--- config.mk ---
export PLATFORM = sky130hd
export DESIGN_NAME = dtcu_top
export DESIGN_NICKNAME = d
export VERILOG_FILES = /design/src/rtl/dtcu_pkg.sv /design/src/rtl/dtcu_edge_sampler.sv /design/src/rtl/dtcu_top.sv
export SDC_FILE = /design/constraint.sdc
export NUM_CORES = 1
export LEC_CHECK = 0
export ABC_AREA = 0
export BUFFER_PORTS_ARGS = -buffer_cell sky130_fd_sc_hd__buf_2
export CORE_MARGIN = 8
export CORE_UTILIZATION = 36
export DETAILED_ROUTE_END_ITERATION = 12
export PLACE_DENSITY_LB_ADDON = 0.1
export SLEW_MARGIN = 10
export SYNTH_ARGS = -nofsm -noshare
export SYNTH_HDL_FRONTEND = slang
export SYNTH_SLANG_ARGS = --single-unit
--- constraint.sdc ---
create_clock -name clk_i -period 2.29 [get_ports clk_i]
set_input_delay 0.1145 -clock clk_i [delete_from_list [all_inputs] [get_ports clk_i]]
set_output_delay 0.1145 -clock clk_i [all_outputs]
set_load 0.005 [all_outputs]
--- src/rtl/dtcu_pkg.sv ---
package dtcu_pkg;

    // ************************************************************
    // register indices (byte address is four times the index)
    // ************************************************************
    localparam logic [7:0] DTCU_IDX_CONTROL = 8'h88;   // timer_control
    localparam logic [7:0] DTCU_IDX_MODE    = 8'h89;   // timer_mode_select
    localparam logic [7:0] DTCU_IDX_U0_LO   = 8'h8A;   // unit0_low_byte
    localparam logic [7:0] DTCU_IDX_U1_LO   = 8'h8B;   // unit1_low_byte
    localparam logic [7:0] DTCU_IDX_U0_HI   = 8'h8C;   // unit0_high_byte
    localparam logic [7:0] DTCU_IDX_U1_HI   = 8'h8D;   // unit1_high_byte
    localparam int         DTCU_ADR_W       = 10;      // byte address width used

    // ************************************************************
    // timer_control field positions
    // ************************************************************
    localparam int DTCU_RUN0_BIT = 4;                  // unit0_run
    localparam int DTCU_OVF0_BIT = 5;                  // unit0_overflow_flag
    localparam int DTCU_RUN1_BIT = 6;                  // unit1_run
    localparam int DTCU_OVF1_BIT = 7;                  // unit1_overflow_flag
    localparam int DTCU_MODE_U1_LSB = 4;               // unit 1 nibble in mode byte

    // ************************************************************
    // reset values
    // ************************************************************
    localparam logic [7:0] DTCU_RESET_BYTE = 8'h00;    // all registers
    localparam logic [3:0] DTCU_PHASE_RESET = 4'h0;    // S1P1

    // ************************************************************
    // machine cycle timing, phase n = 2*(state-1) + (phase-1)
    // ************************************************************
    localparam int         DTCU_OSC_PER_MC  = 12;      // oscillator periods per cycle
    localparam logic [3:0] DTCU_PH_LAST     = 4'(DTCU_OSC_PER_MC - 1);
    localparam logic [3:0] DTCU_PH_SAMPLE   = 4'h9;    // S5P2
    localparam logic [3:0] DTCU_PH_UPDATE   = 4'h4;    // S3P1

    // ************************************************************
    // operating modes
    // ************************************************************
    localparam logic [1:0] DTCU_MODE_13BIT  = 2'h0;
    localparam logic [1:0] DTCU_MODE_16BIT  = 2'h1;
    localparam logic [1:0] DTCU_MODE_RELOAD = 2'h2;
    localparam logic [1:0] DTCU_MODE_SPLIT  = 2'h3;

    // per-unit nibble of timer_mode_select
    typedef struct packed {
        logic gate;                                    // gate on interrupt pin
        logic count_sel;                               // 1 counter, 0 timer
        logic mode_select_high;
        logic mode_select_low;
    } dtcu_umode_t;

    // external pin group
    typedef struct packed {
        logic ext_gate_in_one;
        logic ext_gate_in_zero;
        logic count_in_one;
        logic count_in_zero;
    } dtcu_pins_t;

    // bus slave states
    typedef enum logic [1:0] {
        DTCU_WB_IDLE = 2'b01,
        DTCU_WB_ACK  = 2'b10
    } dtcu_wb_state_t;

endpackage : dtcu_pkg

--- src/rtl/dtcu_edge_sampler.sv ---
`timescale 1ns/1ps
module dtcu_edge_sampler (
    // clock and reset
    input  wire logic clk_i,
    input  wire logic rst_i,
    // timing strobes
    input  wire logic sample_i,
    input  wire logic update_i,
    // pin and result
    input  wire logic pin_i,
    output logic      edge_o
);
    import dtcu_pkg::*;

    // ************************************************************
    // sample once per machine cycle, keep edge until update
    // ************************************************************
    logic sample_q;                                    // previous sample
    logic pend_q;                                      // edge awaiting count
    logic pend_d;

    // high then low between two samples marks an edge
    assign pend_d = (sample_i & sample_q & ~pin_i) | (pend_q & ~update_i);

    // sample register and pending edge
    always_ff @(posedge clk_i) begin
        if (rst_i) begin
            sample_q <= 1'b0;
            pend_q   <= 1'b0;
        end else begin
            if (sample_i) begin
                sample_q <= pin_i;
            end
            pend_q <= pend_d;
        end
    end

    assign edge_o = pend_q;

endmodule : dtcu_edge_sampler

--- src/rtl/dtcu_top.sv ---
// Summary of operation
// - timer mode counts once per twelve clocks
// - counter mode counts falling count input edges
// - sample at S5P2, high then low edge
// - count appears at S3P1 next cycle
// - mode 0 low byte prescales by 32
// - mode 1 cascades bytes to 16 bits
// - mode 2 low counts, high reloads
// - mode 3 unit0 splits into two bytes
// - unit1 in mode 3 holds its count
// - gate input level may gate counting
// - run bits 4 and 6 start units
// - overflow flags bits 5,7; vector clears
// - lower control nibble does not affect timing
// - reset zeroes control and counter bytes
// - each unit is two byte registers
// - count inputs come from port pins
// - mode nibble: gate, select, two mode bits
// - mode 0 uses 13 bits
// - mode 2 overflow reloads, high unchanged
// - split high byte uses unit1 run/flag
//
// The implementer's own choice: the Wishbone slave port.
`timescale 1ns/1ps
module dtcu_top (
    // clock and reset
    input  wire logic                          clk_i,
    input  wire logic                          rst_i,
    // wishbone slave
    input  wire logic                          wb_cyc_i,
    input  wire logic                          wb_stb_i,
    input  wire logic                          wb_we_i,
    input  wire logic [dtcu_pkg::DTCU_ADR_W-1:0] wb_adr_i,
    input  wire logic [3:0]                    wb_sel_i,
    input  wire logic [31:0]                   wb_dat_i,
    output logic      [31:0]                   wb_dat_o,
    output logic                               wb_ack_o,
    // external pins
    input  wire dtcu_pkg::dtcu_pins_t          pins_i,
    // interrupt vector acknowledge
    input  wire logic                          vec_ack0_i,
    input  wire logic                          vec_ack1_i,
    // flag outputs
    output logic                               ovf0_o,
    output logic                               ovf1_o,
    output logic      [3:0]                    ext_irq_ctl_o
);
    import dtcu_pkg::*;

    // ************************************************************
    // step function for one unit in its mode
    // ************************************************************
    // returns {overflow, high, low}; split mode leaves high alone
    function automatic logic [16:0] dtcu_step(
        input logic [1:0] mode,
        input logic [7:0] lo,
        input logic [7:0] hi
    );
        logic [12:0] c13;
        logic [15:0] c16;
        logic [16:0] res;
        c13 = {hi, lo[4:0]};
        c16 = {hi, lo};
        res = {1'b0, hi, lo};
        case (mode)
            DTCU_MODE_13BIT: begin
                // upper three low bits kept, not counted
                c13 = c13 + 13'h0001;
                res = {(c13 == 13'h0000), c13[12:5], lo[7:5], c13[4:0]};
            end
            DTCU_MODE_16BIT: begin
                c16 = c16 + 16'h0001;
                res = {(c16 == 16'h0000), c16};
            end
            DTCU_MODE_RELOAD: begin
                // low rolls over into the reload byte
                if (lo == 8'hFF) begin
                    res = {1'b1, hi, hi};
                end else begin
                    res = {1'b0, hi, 8'(lo + 8'h01)};
                end
            end
            DTCU_MODE_SPLIT: begin
                // low byte only, high handled apart
                res = {(lo == 8'hFF), hi, 8'(lo + 8'h01)};
            end
            default: begin
                res = {1'b0, hi, lo};
            end
        endcase
        return res;
    endfunction : dtcu_step

    // ************************************************************
    // machine cycle phase divider
    // ************************************************************
    logic [3:0]  phase_q;                              // 0 = S1P1 .. 11 = S6P2
    logic [3:0]  phase_d;
    logic        sample_tick;                          // S5P2 strobe
    logic        mc_tick;                              // S3P1 strobe

    // twelve clocks make one machine cycle
    assign phase_d     = (phase_q == DTCU_PH_LAST) ? DTCU_PHASE_RESET
                                                   : 4'(phase_q + 4'h1);
    assign sample_tick = (phase_q == DTCU_PH_SAMPLE);
    assign mc_tick     = (phase_q == DTCU_PH_UPDATE);

    // phase counter
    always_ff @(posedge clk_i) begin
        if (rst_i) begin
            phase_q <= DTCU_PHASE_RESET;
        end else begin
            phase_q <= phase_d;
        end
    end

    // ************************************************************
    // register storage
    // ************************************************************
    logic [7:0]  ctrl_q;                               // timer_control
    logic [7:0]  ctrl_d;
    logic [7:0]  mode_q;                               // timer_mode_select
    logic [7:0]  mode_d;
    logic [7:0]  lo0_q;                                // unit0_low_byte
    logic [7:0]  lo0_d;
    logic [7:0]  hi0_q;                                // unit0_high_byte
    logic [7:0]  hi0_d;
    logic [7:0]  lo1_q;                                // unit1_low_byte
    logic [7:0]  lo1_d;
    logic [7:0]  hi1_q;                                // unit1_high_byte
    logic [7:0]  hi1_d;
    dtcu_umode_t u0;                                   // unit 0 mode nibble
    dtcu_umode_t u1;                                   // unit 1 mode nibble
    logic [1:0]  m0;                                   // unit 0 mode number
    logic [1:0]  m1;                                   // unit 1 mode number

    // nibble is gate, select, mode
    // mode nibbles decoded
    assign u0 = dtcu_umode_t'(mode_q[DTCU_MODE_U1_LSB-1:0]);
    assign u1 = dtcu_umode_t'(mode_q[7:DTCU_MODE_U1_LSB]);
    assign m0 = {u0.mode_select_high, u0.mode_select_low};
    assign m1 = {u1.mode_select_high, u1.mode_select_low};

    // ************************************************************
    // wishbone slave: decode and handshake
    // ************************************************************
    dtcu_wb_state_t wb_state_q;                        // idle or acking
    dtcu_wb_state_t wb_state_d;
    logic [7:0]  rdat_q;                               // latched read byte
    logic [7:0]  rdat_d;
    logic [7:0]  idx;                                  // word index
    logic [7:0]  wbyte;                                // write byte lane 0
    logic        acc;                                  // request taken
    logic        wr;                                   // write taken
    logic        hit_ctl;
    logic        hit_mode;
    logic        hit_lo0;
    logic        hit_hi0;
    logic        hit_lo1;
    logic        hit_hi1;

    assign idx      = wb_adr_i[DTCU_ADR_W-1:2];
    assign wbyte    = wb_dat_i[7:0];
    assign acc      = wb_cyc_i & wb_stb_i & (wb_state_q == DTCU_WB_IDLE);
    assign wr       = acc & wb_we_i & wb_sel_i[0];
    assign hit_ctl  = (idx == DTCU_IDX_CONTROL);
    assign hit_mode = (idx == DTCU_IDX_MODE);
    assign hit_lo0  = (idx == DTCU_IDX_U0_LO);
    assign hit_hi0  = (idx == DTCU_IDX_U0_HI);
    assign hit_lo1  = (idx == DTCU_IDX_U1_LO);
    assign hit_hi1  = (idx == DTCU_IDX_U1_HI);

    // read mux, unmapped reads zero
    assign rdat_d = ~acc     ? rdat_q :
                    hit_ctl  ? ctrl_q :
                    hit_mode ? mode_q :
                    hit_lo0  ? lo0_q  :
                    hit_hi0  ? hi0_q  :
                    hit_lo1  ? lo1_q  :
                    hit_hi1  ? hi1_q  : DTCU_RESET_BYTE;

    // one ack per request, then one idle cycle
    always_comb begin
        case (wb_state_q)
            DTCU_WB_IDLE: begin
                wb_state_d = acc ? DTCU_WB_ACK : DTCU_WB_IDLE;
            end
            DTCU_WB_ACK: begin
                wb_state_d = DTCU_WB_IDLE;
            end
            default: begin
                wb_state_d = DTCU_WB_IDLE;
            end
        endcase
    end

    // bus state and read data
    always_ff @(posedge clk_i) begin
        if (rst_i) begin
            wb_state_q <= DTCU_WB_IDLE;
            rdat_q     <= DTCU_RESET_BYTE;
        end else begin
            wb_state_q <= wb_state_d;
            rdat_q     <= rdat_d;
        end
    end

    // ack and data come from flops
    assign wb_ack_o = (wb_state_q == DTCU_WB_ACK);
    assign wb_dat_o = {24'h000000, rdat_q};

    // ************************************************************
    // count input edge detection
    // ************************************************************
    logic        edge0;                                // pending edge unit 0
    logic        edge1;                                // pending edge unit 1

    // both pins share the phase strobes
    // unit 0 count input pin
    dtcu_edge_sampler u_edge0 (
        .clk_i    (clk_i),
        .rst_i    (rst_i),
        .sample_i (sample_tick),
        .update_i (mc_tick),
        .pin_i    (pins_i.count_in_zero),
        .edge_o   (edge0)
    );

    // unit 1 count input pin
    dtcu_edge_sampler u_edge1 (
        .clk_i    (clk_i),
        .rst_i    (rst_i),
        .sample_i (sample_tick),
        .update_i (mc_tick),
        .pin_i    (pins_i.count_in_one),
        .edge_o   (edge1)
    );

    // ************************************************************
    // count enables
    // ************************************************************
    logic        run0;
    logic        run1;
    logic        gate_ok0;                             // gate open unit 0
    logic        gate_ok1;                             // gate open unit 1
    logic        src0;                                 // count source unit 0
    logic        src1;                                 // count source unit 1
    logic        split0;                               // unit 0 in mode 3
    logic        en0;                                  // unit 0 step
    logic        en1;                                  // unit 1 step
    logic        en0h;                                 // split high byte step

    // gate pin level used as it arrives
    // lower control nibble never enters these terms
    assign run0     = ctrl_q[DTCU_RUN0_BIT];
    assign run1     = ctrl_q[DTCU_RUN1_BIT];
    assign gate_ok0 = ~u0.gate | pins_i.ext_gate_in_zero;
    assign gate_ok1 = ~u1.gate | pins_i.ext_gate_in_one;
    assign src0     = u0.count_sel ? edge0 : 1'b1;
    assign src1     = u1.count_sel ? edge1 : 1'b1;
    assign split0   = (m0 == DTCU_MODE_SPLIT);
    assign en0      = mc_tick & run0 & gate_ok0 & src0;
    // unit 1 frozen in its own mode 3
    assign en1      = mc_tick & run1 & gate_ok1 & src1
                      & (m1 != DTCU_MODE_SPLIT);
    // split high byte counts machine cycles on unit 1 run bit
    assign en0h     = mc_tick & run1 & split0;

    // ************************************************************
    // next counter values and overflows
    // ************************************************************
    logic [16:0] step0;                                // unit 0 result
    logic [16:0] step1;                                // unit 1 result
    logic        ovf0;                                 // unit 0 overflow
    logic        ovf1;                                 // flag 1 overflow

    assign step0 = dtcu_step(m0, lo0_q, hi0_q);
    assign step1 = dtcu_step(m1, lo1_q, hi1_q);
    assign ovf0  = en0 & step0[16];
    // split mode hands flag 1 to unit 0 high byte
    assign ovf1  = split0 ? (en0h & (hi0_q == 8'hFF))
                          : (en1 & step1[16]);

    // software write wins over a count step on the same byte
    assign lo0_d = (wr & hit_lo0) ? wbyte :
                   en0            ? step0[7:0] : lo0_q;
    assign hi0_d = (wr & hit_hi0) ? wbyte :
                   en0h           ? 8'(hi0_q + 8'h01) :
                   en0            ? step0[15:8] : hi0_q;
    assign lo1_d = (wr & hit_lo1) ? wbyte :
                   en1            ? step1[7:0] : lo1_q;
    assign hi1_d = (wr & hit_hi1) ? wbyte :
                   en1            ? step1[15:8] : hi1_q;
    assign mode_d = (wr & hit_mode) ? wbyte : mode_q;

    // control byte: write, vector clear, then hardware set wins
    always_comb begin
        ctrl_d = (wr & hit_ctl) ? wbyte : ctrl_q;
        if (vec_ack0_i) begin
            ctrl_d[DTCU_OVF0_BIT] = 1'b0;
        end
        if (vec_ack1_i) begin
            ctrl_d[DTCU_OVF1_BIT] = 1'b0;
        end
        if (ovf0) begin
            ctrl_d[DTCU_OVF0_BIT] = 1'b1;
        end
        if (ovf1) begin
            ctrl_d[DTCU_OVF1_BIT] = 1'b1;
        end
    end

    // ************************************************************
    // register update
    // ************************************************************
    always_ff @(posedge clk_i) begin
        if (rst_i) begin
            ctrl_q <= DTCU_RESET_BYTE;
            mode_q <= DTCU_RESET_BYTE;
            lo0_q  <= DTCU_RESET_BYTE;
            hi0_q  <= DTCU_RESET_BYTE;
            lo1_q  <= DTCU_RESET_BYTE;
            hi1_q  <= DTCU_RESET_BYTE;
        end else begin
            ctrl_q <= ctrl_d;
            mode_q <= mode_d;
            lo0_q  <= lo0_d;
            hi0_q  <= hi0_d;
            lo1_q  <= lo1_d;
            hi1_q  <= hi1_d;
        end
    end

    // ************************************************************
    // outputs
    // ************************************************************
    // flags read back from control
    assign ovf0_o        = ctrl_q[DTCU_OVF0_BIT];
    assign ovf1_o        = ctrl_q[DTCU_OVF1_BIT];
    assign ext_irq_ctl_o = ctrl_q[3:0];

endmodule : dtcu_top

After elaboration in Yosys (flattened, before gate mapping)

Index checks and enable logic that the tools add are counted.
W data, S select, Z words.

Bits in registers: 66
Output and inout port bits: 39
Word-level logic and storage cells: 135

Add/subtract/negate cells: 8
Equal/unequal tests: 27
Multiplexer cells: 28
Bitwise operators: 37
Reduce and logical (&&, ||, !) cells: 18

Operators with widths:

| operator                | count |
|---|---|
| $pmux W17 S4            | 2 |
| $mux W8                 | 16 |
| $eq A8 B8 Y1 const B    | 9 |
| $mux W17                | 2 |
| $add A16 B1 Y16 const B | 2 |
| $logic_not A16 Y1       | 2 |
| $and A1 B1 Y1           | 27 |
| $add A13 B1 Y13 const B | 2 |
| $logic_not A13 Y1       | 2 |
| $add A8 B1 Y8 const B   | 3 |
| $eq A2 B2 Y1 const B    | 5 |
| $ne A2 B2 Y1 const B    | 5 |
| $reduce_bool A3 Y1      | 3 |
| $eq A4 B4 Y1 const B    | 2 |
| $mux W1                 | 7 |
| $eq A2 B1 Y1 const B    | 3 |
| $not A1 Y1              | 6 |
| $reduce_and A3 Y1       | 2 |
| $reduce_bool A2 Y1      | 3 |
| $add A4 B1 Y4 const B   | 1 |
| $eq A4 B3 Y1 const B    | 1 |
| $logic_not A2 Y1        | 2 |
| $or A1 B1 Y1            | 4 |
| $reduce_and A2 Y1       | 2 |
| 4 further kinds         | 5 |

Depth between registers and ports, before layout

Gate-level depths: netlist of the first run.

Depth after elaboration: 8
Mapped depth: 10
Depth with buffers taken out: 9

Modules after synthesis

From an unflattened synthesis of the first run, not the netlist that was laid out.

Cell total of the unflattened synthesis: 689
Area, all modules: 5,083.6 um^2

By module, submodules not included:

| module            | times used | cells each | area each (um^2) |
|---|---|---|---|
| dtcu_top          | 1          | 675        | 4,938.5 |
| dtcu_edge_sampler | 2          | 7          | 72.6 |

Worst setup path before layout of the first run

Ideal clock, no wire load.

Kind: register to register
Start: reg lo1_q[0]
End: reg hi1_q[2]
Library setup time: 0.133 ns
Arrival: 1.863 ns
Required time: 2.157 ns
Setup slack: 0.295 ns
Cell stages (with the launch flop): 10
Buffers on the path: 1
Cells stage by stage: dfxtp_1 > ha_1 > and4_1 > buf_2 > nand3_1 > a211oi_4 > nand3_1 > xnor2_1 > nor2_1 > nor3_2

Word-level cells in the longest chain between the ends: 4

Ends and longest elaborated chain:

| element                                            | line                           | RTL |
|---|---|---|
| from (decl)                                        | dtcu_top.sv:128                | `logic [7:0] lo1_q;` |
| from (signal assigned)                             | dtcu_top.sv:329                | `lo1_q <= lo1_d;` |
| $add A16 B1 Y16 or $add A13 B1 Y13 (tied branches) | dtcu_top.sv:72, dtcu_top.sv:68 |  |
| $pmux W17 S4 *                                     | dtcu_top.sv:65                 | `case (mode)` |
| $mux W8 *                                          | dtcu_top.sv:293                | `en1 ? step1[15:8] : hi1_q;` |
| $mux W8 *                                          | dtcu_top.sv:292                | `assign hi1_d = (wr & hit_hi1) ? wbyte :` |
| to (signal assigned)                               | dtcu_top.sv:330                | `hi1_q <= hi1_d;` |
| to (decl)                                          | dtcu_top.sv:130                | `logic [7:0] hi1_q;` |

Mark *: on every way between the ends. The rest lies on a longest branch, timed or not. The select of a mux whose other input is x is not followed.
A chain may end at the register's enable or synchronous reset.

Final worst setup path of the first run

Start: reg lo1_q[2]
End: reg ctrl_q[7]

Word-level cells in the longest chain between the ends: 6

Ends and longest elaborated chain:

| element                                                 | line            | RTL |
|---|---|---|
| $add A16 B1 Y16 (tied with other cells)                 | dtcu_top.sv:72  | `c16 = c16 + 16'h0001;` |
| $logic_not A16 Y1 (tied with other cells)               | dtcu_top.sv:73  | `res = {(c16 == 16'h0000), c16};` |
| $pmux W17 S4 *                                          | dtcu_top.sv:65  |  |
| $and A1 B1 Y1 *                                         | dtcu_top.sv:282 | `: (en1 & step1[16]);` |
| $mux W1 *                                               | dtcu_top.sv:281 | `assign ovf1 = split0 ? (en0h & (hi0_q == 8'hFF))` |
| $reduce_bool A3 Y1 (no line) or $mux W1 (tied branches) | n/a             |  |
| to (signal assigned)                                    | dtcu_top.sv:325 | `ctrl_q <= ctrl_d;` |
| to (decl)                                               | dtcu_top.sv:120 | `logic [7:0] ctrl_q;` |

Marked as above.

==> flow_metrics.tcl, run 1 <==
set metrics [dict create \
    critPathLaunchType "flop" \
    synth_top_cell_by_area "dfxtp_1" \
    drive_gt1_frac 0.217 \
    hold_end "u_edge1.sample_q" \
    dr.first_iter.drc_count 496 \
    dpl-instance-area_um2 5860 \
    final-setup-viol-count 0 \
    drc_errors 0 \
    vias_per_cell 5.74 \
    max_cap_violations 0 \
    cts_buffer_depth 2 \
    clock_latency_ps 340 \
    cts_buffers 9 \
    synth_compound_area_frac 0.257 \
    fin_nets 812 \
    wire_per_inst_um 19.8 \
    ys_types 93 \
    antenna_left 0 \
    n_antenna_cell 0 \
    yosys.area_share.simple 0.275 \
    place_congestion 0.894 \
    final_util 0.412 \
    ys_seq_area_frac 0.243 \
    fin_skew_ps 8.12 \
    path_clk_slew_ps 60 \
    core_um2 15000 \
    r2r_cells 7 \
    rsz0062_at_grt "no" \
    synth_top_area_share 0.243 \
    cp_max_fo 8 \
    grt_pass1_wl_um 29500 \
    synth-async-reset-ratio 0 \
    die_x_um 139 \
    finalPower_mw 2.77 \
    power_density_nw_per_um2 450 \
    start_util 0.363 \
    report.final.slew_viol_count 0 \
    synth_edf_count 0 \
    hold_buffers 0 \
    cts_resized 0 \
    hold_violations 0 \
    holdCritPathClass "in2reg" \
    yosys-top-cells-area "dfxtp_1, a21oi_1, nor2_1" \
    r2r_setup_slack_ps 120 \
    die_area_um2 19300 \
    synthCells 698 \
    synthMuxAreaShare 0.0430 \
    synth_top_family_by_area "simple AND/OR/NAND/NOR gates" \
    r2r-start "lo1_q[2]" \
    grt_pass1_vias 5294 \
    ys_ff_latch 66 \
    route.final.wire_length_um 18600 \
    port-buffer-count 42 \
    worst_pin_slew_ps 505 \
    antenna_found_initial 0 \
    area_growth_pct 13.4 \
    final_area_um2 6170 \
    holdWs_ps 44.9 \
    yosys_most_used_dff "dfxtp_1" \
    grt_max_degree 49 \
    synth_xor_area_frac 0.0499 \
    period_share 0.946 \
    hp-start "pins_i[1]" \
    leakage_nw 2.30 \
    r2r-end "ctrl_q[7]" \
    synthesis.area_um2 5440 \
    relSlewSlack 0.663 \
    tritoncts "done" \
    vdd_drop_max_mv 0.313 \
    htreeDepth 3 \
    io_pins 96 \
    synth-adder-area-share 0.0184 \
    grt.overflow.total 0 \
    fillCellCount 1570 \
    outcome "finished clean" \
    finalCriticalPeriod_ps 2170 \
    num_vias 5391 \
    required_ps 2560 \
    first_pass_iters 5 \
    setup_tns_ps 0 \
    hold_depth 3 \
    path_class "reg2reg" \
    dp_hpwl_um 14200 \
    root_buffer "clkbuf_16" \
    max_freq_mhz 462 \
    worstPathArrival_ps 2440 \
    die_h_um 139 \
    track_usage 0.193 \
    synth_area_per_cell_um2 7.79 \
    synth_warnings 0 \
    cp-end-kind "flop" \
    rows 45 \
    clock_sinks 66 \
]
flip-flops by register name (all words and copies together) (netlist names):
register          count
rdat_q                8
phase_q               4
lo1_q                 8
mode_q                8
u_edge1.edge_o        1
u_edge0.edge_o        1
wb_state_q            2
u_edge0.sample_q      1
ctrl_q                8
lo0_q                 8
hi0_q                 8
u_edge1.sample_q      1
hi1_q                 8
power by group:
| part | internal (mW) | leakage, nW | switching (mW) |
|---|---|---|---|
| combinational | 0.0794 | 1.62 | 0.151 |
| clock | 0.835 | 0.142 | 0.540 |
| sequential | 1.16 | 0.533 | 0.0104 |
kinds of logic after synthesis:
| kind of cell | count (synthesis) |
|---|---|
| other | 1 |
| and+or+nand+nor | 272 |
| muxes | 23 |
| adders and majority gates | 8 |
| DFF | 66 |
| buffers and inverters | 102 |
| xor gates and xnor gates | 31 |
| AOI/OAI and AO/OA | 195 |
layer usage:
layer | global-route usage | wire length [um]
met3 | 0.0444 | 1450
met5 | 0 | 0
met2 | 0.292 | 8190
met4 | 0.0583 | 251
met1 | 0.266 | 8670
repair_timing:
action	4_1_cts	5_1_grt
endpoints found under the setup margin	0	9
hold endpoints to repair	0	0
setup buffers	0	3
how the worst max path moves through the flow:
stage | end | slack (ps) | startpoint
floorplan | hi1_q[2] | 290 | lo1_q[0]
finish | ctrl_q[7] | 120 | lo1_q[2]
global route | ctrl_q[5] | 4 | lo0_q[3]
global placement | ctrl_q[7] | 180 | lo1_q[2]
CTS | hi0_q[5] | 130 | phase_q[0]
detailed placement | hi0_q[7] | 160 | phase_q[0]
final cells by class:
cell class | count | area [um2] | area share
clock buffer | 10 | 229 | 0.0371
timing repair buffer | 103 | 681 | 0.110
sequential | 66 | 1320 | 0.214
clock inverter | 6 | 57.6 | 0.00933
tap | 188 | 235 | 0.0381
inverter | 14 | 52.6 | 0.00852
multi-input combinational | 553 | 3590 | 0.582
through the flow:
step | cells | setup WS, ps
after global routing | 940 | 4.29
after floorplan | 721 | 295
after CTS | 937 | 126
after detailed placement | 921 | 158
after global placement | 921 | 176
final | 940 | 125
placed cells by master, fill, tap and decap left out, types with 3 or more instances in the layout:
cell type  count
ha_1           8
dfxtp_1       66
a22o_1         7
o211ai_1       8
and4_1         5
nor2b_1        5
nand4_1       13
a21oi_1       65
a211oi_1      19
buf_4         60
and3_1        14
and2_1         7
buf_2         42
a221oi_1       7
nor3_1        17
a211o_1        3
clkbuf_16      9
nand2_1       57
a2bb2oi_1      3
a221o_1        3
nor4_1         3
a41oi_1        4
xor2_1         8
mux2_2         3
a2111oi_2      3
or3_1          3
o21bai_1       4
mux2i_1       20
nand3_1       38
xnor2_1       23
nand2b_1       7
o31ai_1        3
inv_1         13
clkinv_2       4
nor3_2         4
a31oi_1       10
o21ai_0       22
conb_1        24
nor2_1        65
Yosys cell counts (all sizes together) (3+ instances only):
master and count:
o21ai 25, clkbuf 20, a2111oi 5, nor2b 5, a22o 7, nor2 68, o221ai 3, o21bai 4
a2bb2oi 3, nand3 40, and2 8, a41oi 4, xnor2 23, nor4 5, mux2 3, a211oi 23
nand2b 7, inv 14, xor2 8, mux2i 20, a221o 3, buf 68, dfxtp 66, a31oi 11
and4 6, ha 8, nor3b 3, a21oi 67, o211ai 8, and3 14, or3 4, nand2 60
o31ai 4, a221oi 7, a211o 3, nand4 16, nor3 23
worst max-delay path, cell delays in order (launching register included):
cell      delay, ps
dfxtp_1         520
and4_1          470
nand2_1         190
nor3_1          240
o221a_1         220
nand4b_1        100
a22o_1          230
a21oi_1         130
Note: power is estimated with default switching activity, not from simulation.
==> run 2: changes to the inputs <==
- CORE_UTILIZATION: 36 -> 39
- PLACE_DENSITY_LB_ADDON: 0.1 -> not set
- RECOVER_POWER: not set -> 25
==> run 2 against run 1 <==
Effect of this change: combinational power hardly changed; global-route usage rose by 0.45 points; cell area down 0.91%; clock power decreased by 10%; critical path type unchanged; critical endpoint is now ctrl_q[5]; largest power group unchanged.
==> flow_metrics.tcl, run 2 (synthesis results as in run 1) <==
set metrics [dict create \
    outcome "finished clean" \
    fin_nets 809 \
    holdWs_ps 37.5 \
    drc_errors 0 \
    n_antenna_cell 0 \
    grt_pass1_vias 5304 \
    holdCritPathClass "in2reg" \
    crit_family "simple AND/OR/NAND/NOR gates" \
    required_ps 2570 \
    die_h_um 134 \
    grt_util_met1 0.265 \
    max_cap_violations 0 \
    grt-busiest-layer "met2" \
    grt.overflow.total 0 \
    r2r_cells 9 \
    cp-end-kind "flop" \
    cts_buffers 9 \
    final_common_cell "dfxtp_1" \
    antenna_found_initial 0 \
    rsz0062_at_grt "no" \
    final-setup-viol-count 0 \
    vdd_drop_max_mv 0.462 \
    place_congestion 0.932 \
    relSlewSlack 0.474 \
    path_clk_slew_ps 60 \
    io_pins 96 \
    fin_skew_ps 6.46 \
    max_freq_mhz 464 \
    core_um2 13800 \
    clock_latency_ps 340 \
    track_usage 0.197 \
    cp_max_fo 6 \
    hold_depth 3 \
    cpMaxStageDelayCell "and4_2" \
    cp_num_cells 9 \
    grt_pass1_wl_um 28400 \
    clock_sinks 66 \
    vias_per_cell 5.99 \
    hold_buffers 0 \
    htreeDepth 3 \
    port-buffer-count 42 \
    cts_buffer_depth 2 \
    die_area_um2 18000 \
    first_pass_iters 7 \
    path_cells "ha_1 -> and4_2 -> buf_4 -> a311oi_1 -> a41o_1 -> nand3_1 -> nor4_2 -> o221ai_2 -> a21oi_2" \
    power_density_nw_per_um2 433 \
    root_buffer "clkbuf_16" \
    start_util 0.395 \
    grt_max_degree 28 \
    wire_per_inst_um 19.1 \
    worstPathArrival_ps 2440 \
    die_x_um 134 \
    antenna_left 0 \
    dp_hpwl_um 13400 \
    area_growth_pct 12.4 \
    report.final.slew_viol_count 0 \
    period_share 0.941 \
    cpPeakStageDelay_ps 320 \
    hold_violations 0 \
    cp.buffers_inverters 1 \
    layout_common_cells "dfxtp_1, a21oi_1, nor2_1" \
    route.final.wire_length_um 17700 \
    dr.first_iter.drc_count 650 \
    worst_pin_slew_ps 785 \
    setup_tns_ps 0 \
    num_vias 5554 \
    drive_gt1_frac 0.197 \
    path_class "reg2reg" \
    critPathLaunchType "flop" \
    tritoncts "done" \
    leakage_nw 2.22 \
    met3_usage 0.0591 \
    rows 43 \
    finalCriticalPeriod_ps 2160 \
    gr-usage-met2 0.297 \
]
-- run 2: through the flow --
stage | util | instance area (um2) | power [mW] | setup WS (ps) | instances
final | 0.444 | 6110 | 2.65 | 135 | 927
after global routing | 0.444 | 6110 | 2.74 | 16.7 | 927
after CTS | 0.443 | 6100 | 2.67 | 93.3 | 926
after detailed placement | 0.424 | 5840 | 1.42 | 110 | 912
after global placement | 0.424 | 5840 | 1.41 | 174 | 912
after floorplan | - | 5530 | 1.36 | 295 | 721
-- run 2: repair_timing --
| action | in CTS | in global routing |
|---|---|---|
| buffers inserted | 0 | 1 |
| endpoints found under the setup margin | 0 | 7 |
| gates resized for setup | 0 | 3 |
-- run 2: worst paths after layout --
path	endpoint	from	slack (ps)
worst max-delay path	ctrl_q[5]	lo0_q[0]	130
worst min-delay path	u_edge0.sample_q	pins_i[0]	40
worst max register to register	ctrl_q[5]	lo0_q[0]	130
worst min register to register	rdat_q[4]	rdat_q[4]	450
-- run 2: layer usage --
layer  share of wire  routed length, um  up-vias
li1                -                  -     2586
met1            0.44               7740     2639
met2            0.44               7790      298
met3            0.11               1900       31
met4           0.017                308        0
met5               0                  0        -
-- run 2: where the power goes --
part / leakage (nW) / internal, mW / switching [mW] / total (mW)
combinational: 1.56 / 0.0783 / 0.152 / 0.231
sequential: 0.533 / 1.16 / 0.0115 / 1.17
clock: 0.127 / 0.745 / 0.500 / 1.24
-- run 2: tightest hold or removal path, delay by kind of cell --
| family | cells | cell delay [ps] |
|---|---|---|
| buffers and inverters | 1 | 100 |
| AOI/OAI and AO/OA | 1 | 50 |
| and+or+nand+nor | 1 | 60 |
-- run 2: final cells by class --
class / instances / area [um2]
well taps: 180 / 225
flip-flops and latches: 66 / 1320
clock inverters: 3 / 17.5
fillers: 1423 / 7660
clock buffers: 11 / 243
multi-input cells: 553 / 3600
inverters: 14 / 52.6
repair buffers: 100 / 653
